### src/logic/flash_host_cfg.svh
// Constants for the parallel boot-flash host controller.
// Assumes inclusion by the package, the controller, the checker, the flash model and the testbench.
`ifndef FLASH_HOST_CFG_SVH
`define FLASH_HOST_CFG_SVH
// Command codes written to the device command decoder.
`define CMD_READ_ARRAY   8'hFF
`define CMD_READ_ID      8'h90
`define CMD_READ_STATUS  8'h70
`define CMD_CLEAR_STATUS 8'h50
`define CMD_PROGRAM      8'h40
`define CMD_ERASE_SETUP  8'h20
`define CMD_ERASE_OK     8'hD0
// Status register bit positions.
`define SR_READY_BIT     7
`define SR_ERASE_ERR_BIT 5
`define SR_PROG_ERR_BIT  4
`define SR_SUPPLY_ERR_BIT 3
// Own register offsets (byte addresses).
`define REG_CTRL   12'h000
`define REG_ADDR   12'h004
`define REG_WDATA  12'h008
`define REG_STATUS 12'h00C
`define REG_RDATA  12'h010
// Control field positions.
`define CTRL_GO_BIT    0
`define CTRL_OP_LSB    1
`define CTRL_PINRST_BIT 4
// Bus timing: phase length and reset pulse in ns.
`define T_PHASE_NS 60
`define T_RESET_NS 100
`define CLK_NS     20
`define PHASE_CYC  ((`T_PHASE_NS + `CLK_NS - 1) / `CLK_NS)
`define RESET_CYC  ((`T_RESET_NS + `CLK_NS - 1) / `CLK_NS)
// AXI response codes.
`define RESP_OKAY   2'h0
`define RESP_SLVERR 2'h2
`endif

### src/logic/flash_host_pkg.sv
// Types for the parallel boot-flash host controller.
// Assumes the constants header is on the include path.
`include "flash_host_cfg.svh"
package flash_host_pkg;
  // Operations software can request.
  typedef enum logic [2:0] {
    OP_READ_ARRAY = 3'h0, OP_READ_ID = 3'h1, OP_READ_STATUS = 3'h2, OP_CLEAR = 3'h3,
    OP_PROGRAM = 3'h4, OP_ERASE = 3'h5, OP_POLL = 3'h6, OP_RESET = 3'h7
  } op_t;
  // Pins toward the flash device.
  typedef struct packed {
    logic        ce_n;
    logic        oe_n;
    logic        we_n;
    logic        reset_powerdown_n;
    logic [19:0] addr;
    logic [15:0] dq_out;
    logic        dq_oe;
  } flash_pins_t;
  // AXI4-Lite request and answer channels.
  typedef struct packed {
    logic        awvalid;
    logic [11:0] awaddr;
    logic        wvalid;
    logic [31:0] wdata;
    logic [3:0]  wstrb;
    logic        bready;
    logic        arvalid;
    logic [11:0] araddr;
    logic        rready;
  } axi_req_t;
  typedef struct packed {
    logic        awready;
    logic        wready;
    logic        bvalid;
    logic [1:0]  bresp;
    logic        arready;
    logic        rvalid;
    logic [31:0] rdata;
    logic [1:0]  rresp;
  } axi_rsp_t;
endpackage

### src/logic/flash_host.sv
// Host controller that drives an asynchronous parallel boot flash over its pins.
// Assumes software reaches it over AXI4-Lite and the flash pins settle within one phase.
`timescale 1ns/1ps
`include "flash_host_cfg.svh"
// Notes on behaviour
// - Host toggles select between status polls to see completion.
// - Program is setup 40H then address and data write.
// - Erase is 20H then D0H at any block address.
// - Host raises reset level or write-protect to alter boot block.
// - Command writes use select and strobe low, gate high.
module flash_host #(
  parameter int ADDR_W = 20,
  parameter int PHASE  = `PHASE_CYC,
  parameter int RSTLEN = `RESET_CYC
) (
  input  wire logic                   clk_sys,
  input  wire logic                   srst,
  input  wire flash_host_pkg::axi_req_t axi_req,
  output flash_host_pkg::axi_rsp_t    axi_rsp,
  output flash_host_pkg::flash_pins_t pins,
  input  wire logic [15:0]            dq_in,
  output logic                        write_protect
);
  import flash_host_pkg::*;

  // A write phase needs at least one low-strobe cycle and one cycle with the strobe high before select rises.
  if (PHASE < 2 || PHASE > 255 || RSTLEN < 1 || RSTLEN > 255 || ADDR_W != 20) begin : gen_param_check
    $error("flash_host: unsupported parameter values");
  end

  // =====================================================================
  // Sequencer states
  typedef enum logic [2:0] {
    ST_IDLE  = 3'h0, ST_W1 = 3'h1, ST_GAP = 3'h2, ST_W2 = 3'h3,
    ST_RD    = 3'h4, ST_RST = 3'h5, ST_DONE = 3'h6
  } seq_t;

  seq_t        state_r, state_nxt;
  logic [7:0]  cnt_r;
  op_t         op_r;
  logic [19:0] addr_r;
  logic [15:0] wdata_r;
  logic [15:0] rdata_r;
  logic        busy_r;
  logic        pinrst_r;
  flash_pins_t pins_r;
  axi_rsp_t    rsp_r;
  logic        aw_got_r, w_got_r;
  logic [11:0] awaddr_r;
  logic [31:0] wbuf_r;

  // =====================================================================
  // Register write path: address and data may arrive in either order.
  wire        wr_fire  = aw_got_r && w_got_r && !rsp_r.bvalid;
  wire        hit_ctrl = (awaddr_r == `REG_CTRL);
  wire        hit_addr = (awaddr_r == `REG_ADDR);
  wire        hit_wdat = (awaddr_r == `REG_WDATA);
  wire        wr_ok    = hit_ctrl || hit_addr || hit_wdat;
  wire        go       = wr_fire && hit_ctrl && wbuf_r[`CTRL_GO_BIT] && !busy_r;
  wire op_t   go_op    = op_t'(wbuf_r[`CTRL_OP_LSB +: 3]);
  wire        rd_fire  = axi_req.arvalid && !rsp_r.rvalid;
  wire [31:0] stat_word = {29'h0, pinrst_r, state_r == ST_DONE, busy_r};
  logic [31:0] rd_val;
  logic        rd_ok;
  always_comb begin
    rd_ok  = 1'b1;
    if (axi_req.araddr == `REG_CTRL) begin
      rd_val = {27'h0, pinrst_r, op_r, 1'b0};
    end else if (axi_req.araddr == `REG_ADDR) begin
      rd_val = {12'h0, addr_r};
    end else if (axi_req.araddr == `REG_WDATA) begin
      rd_val = {16'h0, wdata_r};
    end else if (axi_req.araddr == `REG_STATUS) begin
      rd_val = stat_word;
    end else if (axi_req.araddr == `REG_RDATA) begin
      rd_val = {16'h0, rdata_r};
    end else begin
      rd_val = 32'h0;
      rd_ok  = 1'b0;
    end
  end

  // Bus handshakes and register storage.
  always_ff @(posedge clk_sys) begin
    if (srst) begin
      rsp_r    <= '0;
      aw_got_r <= 1'b0;
      w_got_r  <= 1'b0;
      awaddr_r <= 12'h000;
      wbuf_r   <= 32'h0;
      addr_r   <= 20'h00000;
      wdata_r  <= 16'hFFFF;
      pinrst_r <= 1'b0;
    end else begin
      rsp_r.awready <= axi_req.awvalid && !aw_got_r && !rsp_r.awready;
      rsp_r.wready  <= axi_req.wvalid && !w_got_r && !rsp_r.wready;
      if (axi_req.awvalid && rsp_r.awready) begin
        aw_got_r <= 1'b1;
        awaddr_r <= axi_req.awaddr;
      end
      if (axi_req.wvalid && rsp_r.wready) begin
        w_got_r <= 1'b1;
        wbuf_r  <= axi_req.wdata;
      end
      if (wr_fire) begin
        rsp_r.bvalid <= 1'b1;
        rsp_r.bresp  <= wr_ok ? `RESP_OKAY : `RESP_SLVERR;
        aw_got_r     <= 1'b0;
        w_got_r      <= 1'b0;
        if (hit_addr) addr_r <= wbuf_r[19:0];
        if (hit_wdat) wdata_r <= wbuf_r[15:0];
        if (hit_ctrl) pinrst_r <= wbuf_r[`CTRL_PINRST_BIT];
      end else if (rsp_r.bvalid && axi_req.bready) begin
        rsp_r.bvalid <= 1'b0;
      end
      rsp_r.arready <= rd_fire && !rsp_r.arready;
      if (axi_req.arvalid && rsp_r.arready) begin
        rsp_r.rvalid <= 1'b1;
        rsp_r.rdata  <= rd_val;
        rsp_r.rresp  <= rd_ok ? `RESP_OKAY : `RESP_SLVERR;
      end else if (rsp_r.rvalid && axi_req.rready) begin
        rsp_r.rvalid <= 1'b0;
      end
    end
  end

  // =====================================================================
  // Command bytes per operation: first write, second write.
  wire two_writes = (op_r == OP_PROGRAM) || (op_r == OP_ERASE);
  // The new operation steers the first phase at the same edge that accepts it.
  wire op_t   cur_op  = go ? go_op : op_r;
  wire        cur_two = (cur_op == OP_PROGRAM) || (cur_op == OP_ERASE);
  logic [7:0] first_cmd;
  always_comb begin
    case (cur_op)
      OP_READ_ARRAY:  first_cmd = `CMD_READ_ARRAY;
      OP_READ_ID:     first_cmd = `CMD_READ_ID;
      OP_READ_STATUS: first_cmd = `CMD_READ_STATUS;
      OP_CLEAR:       first_cmd = `CMD_CLEAR_STATUS;
      OP_PROGRAM:     first_cmd = `CMD_PROGRAM;
      OP_ERASE:       first_cmd = `CMD_ERASE_SETUP;
      default:        first_cmd = `CMD_READ_STATUS;
    endcase
  end
  // Program carries the data word; erase carries the confirm code.
  wire [15:0] second_data = (op_r == OP_PROGRAM) ? wdata_r : {8'h00, `CMD_ERASE_OK};
  wire phase_end = (cnt_r == 8'(PHASE - 1));
  // Count of the coming cycle; the strobe rises in the last cycle of a write phase.
  wire [7:0] cnt_nxt = (state_nxt != state_r) ? 8'h00 : cnt_r + 8'h01;
  wire       we_last = (cnt_nxt == 8'(PHASE - 1));

  // Sequencer next state.
  always_comb begin
    state_nxt = state_r;
    case (state_r)
      ST_IDLE: if (go) state_nxt = (go_op == OP_RESET) ? ST_RST : (go_op == OP_POLL) ? ST_RD : ST_W1;
      ST_W1:   if (phase_end) state_nxt = ST_GAP;
      ST_GAP:  if (phase_end) state_nxt = two_writes ? ST_W2 : ST_RD;
      ST_W2:   if (phase_end) state_nxt = ST_DONE;
      ST_RD:   if (phase_end) state_nxt = ST_DONE;
      ST_RST:  if (cnt_r == 8'(RSTLEN - 1)) state_nxt = ST_DONE;
      default: state_nxt = ST_IDLE;
    endcase
  end

  // Pin drive; each read is a fresh select so a new status snapshot is taken.
  always_ff @(posedge clk_sys) begin
    if (srst) begin
      state_r <= ST_IDLE;
      cnt_r   <= 8'h00;
      op_r    <= OP_READ_ARRAY;
      busy_r  <= 1'b0;
      rdata_r <= 16'h0000;
      pins_r  <= '{ce_n: 1'b1, oe_n: 1'b1, we_n: 1'b1, reset_powerdown_n: 1'b0,
                   addr: 20'h00000, dq_out: 16'h0000, dq_oe: 1'b0};
      write_protect <= 1'b0;
    end else begin
      state_r <= state_nxt;
      cnt_r   <= cnt_nxt;
      pins_r.reset_powerdown_n <= (state_nxt != ST_RST) && !pinrst_r;
      write_protect <= cur_two && (go || busy_r);
      if (go) begin
        op_r   <= go_op;
        busy_r <= 1'b1;
      end else if (state_r == ST_DONE) begin
        busy_r <= 1'b0;
      end
      // Writes: select and strobe low, gate high; strobe rises before select.
      pins_r.we_n  <= !((state_nxt == ST_W1) || (state_nxt == ST_W2)) || we_last;
      pins_r.ce_n  <= !((state_nxt == ST_W1) || (state_nxt == ST_W2) || (state_nxt == ST_RD));
      pins_r.oe_n  <= (state_nxt != ST_RD);
      pins_r.dq_oe <= (state_nxt == ST_W1) || (state_nxt == ST_W2);
      pins_r.addr  <= addr_r;
      pins_r.dq_out <= (state_nxt == ST_W2) ? second_data : {8'hFF, first_cmd};
      if (state_r == ST_RD && phase_end) begin
        rdata_r <= dq_in;
      end
    end
  end

  assign pins    = pins_r;
  assign axi_rsp = rsp_r;
endmodule

### config.mk
export PLATFORM = sky130hd
export DESIGN_NAME = flash_host
export DESIGN_NICKNAME = d
export VERILOG_FILES = /design/src/logic/flash_host_pkg.sv /design/src/logic/flash_host.sv
export VERILOG_INCLUDE_DIRS = /design/src /design/src/logic
export SDC_FILE = /design/constraint.sdc
export NUM_CORES = 1
export LEC_CHECK = 0
export BUFFER_PORTS_ARGS = -buffer_cell sky130_fd_sc_hd__buf_4
export CAP_MARGIN = 10
export CORE_MARGIN = 2
export CORE_UTILIZATION = 47
export DETAILED_ROUTE_END_ITERATION = 12
export PLACE_DENSITY = 0.8
export SLEW_MARGIN = 10
export SYNTH_ARGS = -nofsm -noshare
export SYNTH_HDL_FRONTEND = slang
export SYNTH_SLANG_ARGS = --single-unit
### constraint.sdc
create_clock -name clk_sys -period 4.6 [get_ports clk_sys]
set_input_delay 0.23 -clock clk_sys [delete_from_list [all_inputs] [get_ports clk_sys]]
set_output_delay 0.23 -clock clk_sys [all_outputs]
set_load 0.03 [all_outputs]
== Yosys cells after proc, flatten, opt, wreduce, memory -nomap -nowiden ==
Cells that the tools add are included.
Word-level totals
  flip-flop bits (word level): 185
  input port bits: 83
  output and inout port bits: 83
  word-level logic and storage cells: 140
Cells by class
  $add $sub $neg: 1
  equality and inequality tests: 29
  multiplexer cells: 32
  reductions and logical operators: 50
Operators by type and width (count)
  $mux W16: 5
  $mux W20: 2
  $pmux W8 S5: 1
  $eq A12 B4 Y1 const B: 3
  $eq A3 B3 Y1 const B: 10
  $mux W3: 9
  $eq A12 B3 Y1 const B: 2
  $logic_not A12 Y1: 2
  $logic_and A1 B1 Y1: 19
  $eq A8 B2 Y1 const B: 2
  $pmux W3 S5: 1
  $eq A12 B5 Y1 const B: 1
  $eq A3 B2 Y1 const B: 4
  $logic_not A1 Y1: 11
  $mux W1: 11
  $eq A3 B1 Y1 const B: 3
  $add A8 B1 Y8 const B: 1
  $eq A8 B3 Y1 const B: 1
  $logic_or A1 B1 Y1: 8
  $mux W8: 1
  $logic_not A3 Y1: 2
  $ne A3 B3 Y1 const B: 2
  $reduce_and A2 Y1: 3
  $reduce_bool A2 Y1: 3
  3 further kinds: 5

== Depth between registers and ports, before layout ==
Gate-level depths: netlist of the first run.
  depth in word-level cells: 11
  gate-level depth with buffers: 9
  mapped depth without buffers: 8

== Worst setup path before layout of the first run ==
Ideal clock, no wire load.
  path kind: reg2reg
  start point: reg cnt_r[0]
  end point: reg pins_r (netlist bit pins[6])
  setup time: 0.134 ns
  data arrival time: 1.850 ns
  required time: 4.466 ns
  path slack: 2.616 ns
  stages on the path, launching flop included: 10
  path buffers: 1
  clock period less this slack: 1.984 ns
  cells stage by stage: dfxtp_1 > inv_1 > ha_1 > nor4b_4 > nand3_2 > a211oi_4 > or3_1 > buf_6 > o311ai_1 > o41ai_2
On the way
  cells in the longest elaborated chain, start to end: 5
  elaborated cells on any way between the ends: 9
  classes of those cells: eq/ne: 3; mux: 6
RTL lines
  start: declaration: RTL line flash_host.sv:39  | logic [7:0] cnt_r;
  start signal: assignment: RTL line flash_host.sv:179  | cnt_r <= cnt_nxt;
  $eq A8 B3 Y1 or $eq A8 B2 Y1 (tied branches): RTL line flash_host.sv:161, flash_host.sv:147
  $mux W3, on equally long branches
  $pmux W3 S5 *: RTL line flash_host.sv:155  | case (state_r)
  $eq A3 B2 Y1 *: RTL line flash_host.sv:194  | pins_r.dq_out <= (state_nxt == ST_W2) ? second_data : {8'hFF, first_cmd};
  $mux W16 *: RTL line flash_host.sv:194
  end signal: assignment: RTL line flash_host.sv:174  | pins_r <= '{ce_n: 1'b1, oe_n: 1'b1, we_n: 1'b1, reset_powerdown_n: 1'b0,
  end: declaration: RTL line flash_host.sv:46  | flash_pins_t pins_r;
Mark *: on every way between the ends. The rest lies on a longest branch, timed or not.
A chain may end at the register's enable or synchronous reset.

== Worst setup path in the final report of the first run ==
  start point: reg cnt_r[0]
  end point: reg pins_r (netlist bit pins[2])
Same word-level chain as after synthesis.

==> reports/qor.txt, run 1 <==
Status: finished, final reports clean
Vias per std cell: 5.39
Comb power frac: 6.5%
Met2 Resource Use GR: 34.6%
Crit-path slowest cell: dfxtp_1
Cell accounting for the most synthesized area: dfxtp_1
TNS Setup: 0 ns
Total number of vias: 5929
Postcts setup bufs: 0
Critical path peak fanout: 7
WP buf/inv: 1
Global routing met1 resource utilization: 30.0%
Syn_area_per_cell: 8.69 µm²
Switching Power: 0.766 mW
1st-iter DRT viols: 512
Largest net degree at the start of global routing: 81
Clock Tree Buf Depth: 2
Vias in the first global route: 5517
CTS buffer count: 17
Total track usage: 21.9%
RSZ-0062 raised after global routing: no
Die height: 125 µm
Core footprint: 14500 µm²
Layout cells sized above 1: 21.7%
Delay-heaviest family, CP: compound AO/OA/AOI/OAI gates
EDFF count, synth: 0
Skew-Pair Late Insertion Delay: 0.43 ns
Worst path cell trace: inv_1 -> ha_1 -> nor2b_1 -> nand3_1 -> a21oi_1 -> o22ai_2 -> o311ai_4 -> o21ai_0
Flop pwr share: 48.5%
Top post-synthesis cells by area: dfxtp_1 (49%), nand2_1 (11%), a21oi_1 (7.6%), nor2b_1 (2.1%), mux2i_1 (2.0%)
Root Buffer: clkbuf_16
First-pass GRT wire length: 27900 µm
Syn Inst Count: 796
Final #Nets: 989
Critical Setup Path Class: register to register
Top-count cell post-synth: nand2_1
Seq/Total Area, Yosys: 49.5%
Initial Utilization: 47.8%
H-tree depth: 4
GRT overflow: 0
Post-DRT Antenna Nets: 0
Share of total power in the clock network: 45.0%
Period minus WS final: 2.34 ns
Critical Path RT: 4.87 ns
Total die area: 15700 µm²
Clock slew at reported path FFs: 0.07 ns
Final setup violation count: 0
# rows: 44
P_int: 2.38 mW
Post-synth top cells: nand2_1 (195), dfxtp_1 (171), a21oi_1 (105)
Iteration count of the initial detailed-routing pass: 6
Detailed Place HPWL: 12200 µm
CP startpoint kind: register
PD cells: 371 nW/µm²
Measured slew at the worst slew-check pin: 1.09 ns
Max Cap Violations: 0
Final worst-path cycle share: 50.8%
CTS tree: built
Max transition margin: 27.2%
I/O Buffers: 135
Initial antenna violation count: 0
Syn-to-layout area delta: 22.6%
Top_reg_cell synth: dfxtp_1
Chip Width: 125 µm
DRC: 0
Highest clock rate: 428 MHz
Hold crit path type: input port to register
GR Layer Usage met3: 5.35%
Unique masters post-synth: 74
IO Count: 166
Fraction of registers with async set/reset: 0%
Yosys reg bits: 171
Worst vdd ir: 0.300 mV
Largest stage delay, worst path: 0.37 ns
Layout Utilization: 58.6%
Synth Cell Area: 6920 µm²
Top-area cell type share of the netlist area: 49.5%
Antenna cells: 0
Static Leak: 3.23 nW
Gpl congestion: 0.914
Worst Skew: 0.0107 ns
GRT Max-Usage Layer: met2
Final hold violation count: 0
Max-slew violations: 0
Wire length per cell: 15.7 µm
Overall routed net length: 17200 µm
Synth warn: 0
Hold-fix buffers at CTS: 0
WP data arrival: 2.61 ns
Clk sinks: 171
Worst setup EP type: register
Resize count post-CTS: 0
Sw frac: 24.4%
==> metal layers <==
layer  share of wire [%]  routed length (µm)
met2                  46                7890
met3                 6.9                1190
met4                 1.7                 293
met5                   0                   0
met1                  46                7860
==> layout make-up <==
type	instances	area (µm²)
fill	1273	6000
sequential	171	3420
multi-input combinational	557	3140
timing repair buffer	138	1040
clock buffer	20	457
tap	184	230
clock inverter	12	129
inverter	18	67.6
==> worst paths after layout <==
check,end,slack [ns],startpoint,cells past startpoint
max reg2reg,pins[2],2.26,cnt_r[0],8
min,wbuf_r[14],0.04,axi_req[33],3
min reg2reg,axi_rsp[40],0.45,aw_got_r,1
max,pins[2],2.26,cnt_r[0],8
==> worst min-delay path, stage by stage <==
cell and delay (ns):
buf_4 0.11, nand2_1 0.05, a21oi_1 0.05
==> power groups by stage <==
stage / logic, mW / clock network [mW] / registers [mW]
floorplan: 0.109 / 0 / 1.57
global placement: 0.201 / 0 / 1.56
detailed placement: 0.202 / 0 / 1.56
CTS: 0.203 / 1.43 / 1.53
global route: 0.219 / 1.50 / 1.53
finish: 0.203 / 1.41 / 1.53
==> registers in the layout (all words and copies together), names as in the netlist <==
name / count
op_r: 3
awaddr_r: 12
cnt_r: 8
wbuf_r: 20
w_got_r: 1
pinrst_r: 1
busy_r: 1
wdata_r: 16
rdata_r: 16
write_protect: 1
axi_rsp: 27
addr_r: 20
pins: 41
state_r: 3
aw_got_r: 1
==> cells by family (layout without fill, tap and decap cells) <==
family	Yosys count	in the layout	share of synthesized area [%]
multiplexers	17	17	2.57
other	1	14	0.0542
adder cells (fa/ha/maj)	3	3	0.543
buffers and inverters	81	188	5.90
AND/OR/NAND/NOR	335	335	24.4
flip-flops	171	171	49.5
XOR/XNOR	6	6	0.760
AO/OA/AOI/OAI	182	182	16.3
==> layout by cell type, fill, tap and decap left out, types with 4 or more instances in the layout <==
master / instances
inv_1: 18
o21ai_0: 20
nand3_1: 18
a222oi_1: 11
nand4_1: 6
o21ai_1: 8
conb_1: 14
buf_4: 138
inv_6: 4
mux2i_1: 14
o211ai_1: 6
clkbuf_16: 17
a21oi_1: 105
and3_1: 4
and2_1: 5
nor2b_1: 23
dfxtp_1: 171
nand2_1: 195
nor2_1: 35
nor3_1: 8
==> metrics by stage <==
| step | cells | power, mW | area [µm²] | hold WS [ns] | worst slack, ns |
|---|---|---|---|---|---|
| final | 1100 | 3.14 | 8480 | 0.0432 | 2.26 |
| after global routing | 1100 | 3.25 | 8480 | 0.0389 | 2.01 |
| after CTS | 1100 | 3.16 | 8480 | 0.0294 | 2.28 |
| after detailed placement | 1068 | 1.76 | 7900 | 0.439 | 2.26 |
| after global placement | 1068 | 1.76 | 7900 | 0.437 | 2.30 |
| after floorplan | 809 | 1.68 | 6970 | 0.366 | 2.62 |
Power figures use the tool's default switching activity.
==> run 2, diff against run 1 <==
Settings changed: PLACE_DENSITY 0.8 to 0.83.
Clock period 4.6 ns to 2.1 ns, I/O delays scaled along.
==> run 2 against run 1 <==
Clock skew fell by 0.0033 ns. Critical path type unchanged. Combinational power increased to 2.8 times the previous value. Highest routed layer unchanged. Sequential cell count unchanged. Non-clock buffer count rose by 87. Routed wire length is 12% higher. Clock power up 130%. Die area unchanged. Setup slack got worse by 2.2 ns. Via count grew 8.9%. Utilization increased by 6.6 points.
==> reports/qor.txt, run 2 (synthesis results as in run 1) <==
Status: finished, final reports clean
Root Buffer: clkbuf_16
H-tree depth: 4 (unchanged)
Most common cell after layout, fill and taps aside: nand2_1
Final hold violation count: 0 (unchanged)
Total number of vias: 6457 (+8.9%)
PD cells: 765 nW/µm² (+110%)
Core footprint: 14500 µm² (unchanged)
Critical path peak fanout: 8 (+1)
Detailed Place HPWL: 12900 µm (+5.1%)
Placed Area: 8130 µm² (+3.0%)
RSZ-0062 raised after global routing: yes
Vias per std cell: 5.44 (+0.92%)
Worst r2r dst: pins[7]
Worst path cell trace: nor3_4 -> nand2_1 -> o211ai_1 -> or2b_4 -> nand3_4 -> mux2_2
Commonest cells after routing, fill and taps aside: nand2_1 (195), buf_4 (168), dfxtp_1 (167)
Reg2reg path depth: 6 (-2)
CP startpoint: cnt_r[6]
Final #Nets: 1076 (+8.8%)
Critical Setup Path Class: register to register
Register Area: 3430 µm² (+0.15%)
Max transition margin: 55.8% (+29 points)
DRC: 0 (unchanged)
Static Leak: 3.67 nW (+14%)
Critical Path RT: 2.42 ns (-2.45 ns)
Measured slew at the worst slew-check pin: 0.661 ns (-0.427 ns)
CP startpoint kind: register
Gpl congestion: 0.920 (+0.70%)
Wire length per cell: 16.2 µm (+3.5%)
Crit path to: pins[7]
Register-to-register setup slack: 0.06 ns (-2.21 ns)
GRT overflow: 0 (unchanged)
Max Cap Violations: 0 (unchanged)
1st-iter DRT viols: 571 (+12%)
Non-Filler Cell Area, Final: 9440 µm² (+11%)
Overall routed net length: 19300 µm (+12%)
Largest register FFs: 41 (unchanged)
Iteration count of the initial detailed-routing pass: 7 (+1)
First-pass GRT wire length: 31000 µm (+11%)
Post-DRT Antenna Nets: 0 (unchanged)
WP data arrival: 2.36 ns (-0.25 ns)
Initial Utilization: 47.8% (unchanged)
TNS Setup: 0 ns (unchanged)
Final Total Pwr: 7.22 mW (+130%)
Final worst-path cycle share: 97.2% (+46 points)
Crit-path slowest cell: dfxtp_1
Clock slew at reported path FFs: 0.06 ns (about the same)
I/O Buffers: 135 (unchanged)
Period minus WS final: 2.04 ns (-0.294 ns)
IO Count: 166 (unchanged)
CTS tree: built
Highest clock rate: 490 MHz (+14%)
Skew-Pair Late Insertion Delay: 0.43 ns (about the same)
Vias in the first global route: 6275 (+14%)
Total die area: 15700 µm² (unchanged)
Die height: 125 µm (unchanged)
Max-slew violations: 0 (unchanged)
Antenna cells: 0 (unchanged)
Clock Tree Buf Depth: 2 (unchanged)
Worst Skew: 0.00743 ns (-0.00326 ns)
Chip Width: 125 µm (unchanged)
R2r startpoint: cnt_r[6]
Fillcell total: 1115 (-12%)
Initial antenna violation count: 0 (unchanged)
Total track usage: 24.4% (+2.4 points)
# rows: 44 (unchanged)
Syn-to-layout area delta: 36.4%
Largest net degree at the start of global routing: 49 (-40%)
Final setup violation count: 0 (unchanged)
Largest stage delay, worst path: 0.38 ns (about the same)
Worst setup EP type: register
Worst vdd ir: 0.540 mV (+80%)
Layout cells sized above 1: 24.4% (+2.7 points)
Clk sinks: 171 (unchanged)
Multi-input combinational cell area: 3220 µm² (+2.6%)
Hold crit path type: input port to register
CTS buffer count: 17 (unchanged)
[run 2: cell types whose count changed in the layout (fill, tap and decap cells not counted), sizes merged]
cell / delta
clkbuf: +1
buf: +33
clkinvlp: -1
inv: -2
dlygate4sd3: +54
bufinv: +2
[run 2: worst min path at each step]
stage / start / to / slack, ns / depth (start not counted)
6_report: axi_req[11] / axi_rsp[1] / 0.16 / 5
5_1_grt: axi_req[11] / axi_rsp[1] / 0.21 / 5
4_1_cts: axi_req[11] / axi_rsp[1] / 0.16 / 5
3_5_place_dp: axi_req[52] / awaddr_r[0] / 0.36 / 3
3_3_place_gp: axi_req[53] / awaddr_r[1] / 0.35 / 3
2_1_floorplan: axi_req[63] / awaddr_r[11] / 0.24 / 2
[run 2: cell type report]
class / instances / area share (%)
flip-flops and latches: 171 / 36.3
multi-input cells: 557 / 34.1
repair buffers: 225 / 19.7
clock buffers: 21 / 4.99
well taps: 184 / 2.44
clock inverters: 11 / 1.64
inverters: 18 / 0.716
[run 2: power by group]
| part | total (mW) | switching [mW] | internal, mW |
|---|---|---|---|
| Combinational | 0.571 | 0.307 | 0.265 |
| Sequential | 3.34 | 0.0426 | 3.30 |
| Clock | 3.31 | 1.32 | 1.98 |
| Total | 7.22 | 1.67 | 5.54 |
[run 2: through the flow]
step	util (%)	worst slack [ns]	hold slack (ns)	cells
after floorplan	-	0.116	0.241	809
after global placement	56.2	0.0715	0.353	1096
after detailed placement	56.2	-0.0907	0.362	1096
after CTS	64.4	0.00647	0.158	1183
after global routing	65.2	-0.0495	0.205	1187
final	65.2	0.0582	0.159	1187
[run 2: repair_timing]
action / 4_1_cts / 5_1_grt
endpoints found under the hold margin: 55 / 0
setup endpoints to repair: 16 / 31
hold buffers: 54 / 0
resized for setup: 2 / 19
pin swaps: 1 / 8
buffers inserted: 1 / 4
[run 2: worst max-delay path: cells and delay by family, from the launching register on]
| kind | cells | cell delay, ns |
|---|---|---|
| multiplexers | 1 | 0.34 |
| flip-flops | 1 | 0.38 |
| AO/OA/AOI/OAI | 1 | 0.28 |
| AND/OR/NAND/NOR | 4 | 0.93 |
[run 2: per-layer routing]
layer | GRT usage, % | wire (µm) | up-vias
met4 | 9.80 | 523 | 0
met2 | 40.0 | 9100 | 315
met1 | 31.1 | 8220 | 2999
li1 | - | - | 3097
met3 | 5.73 | 1410 | 46
met5 | 0 | 0 | -
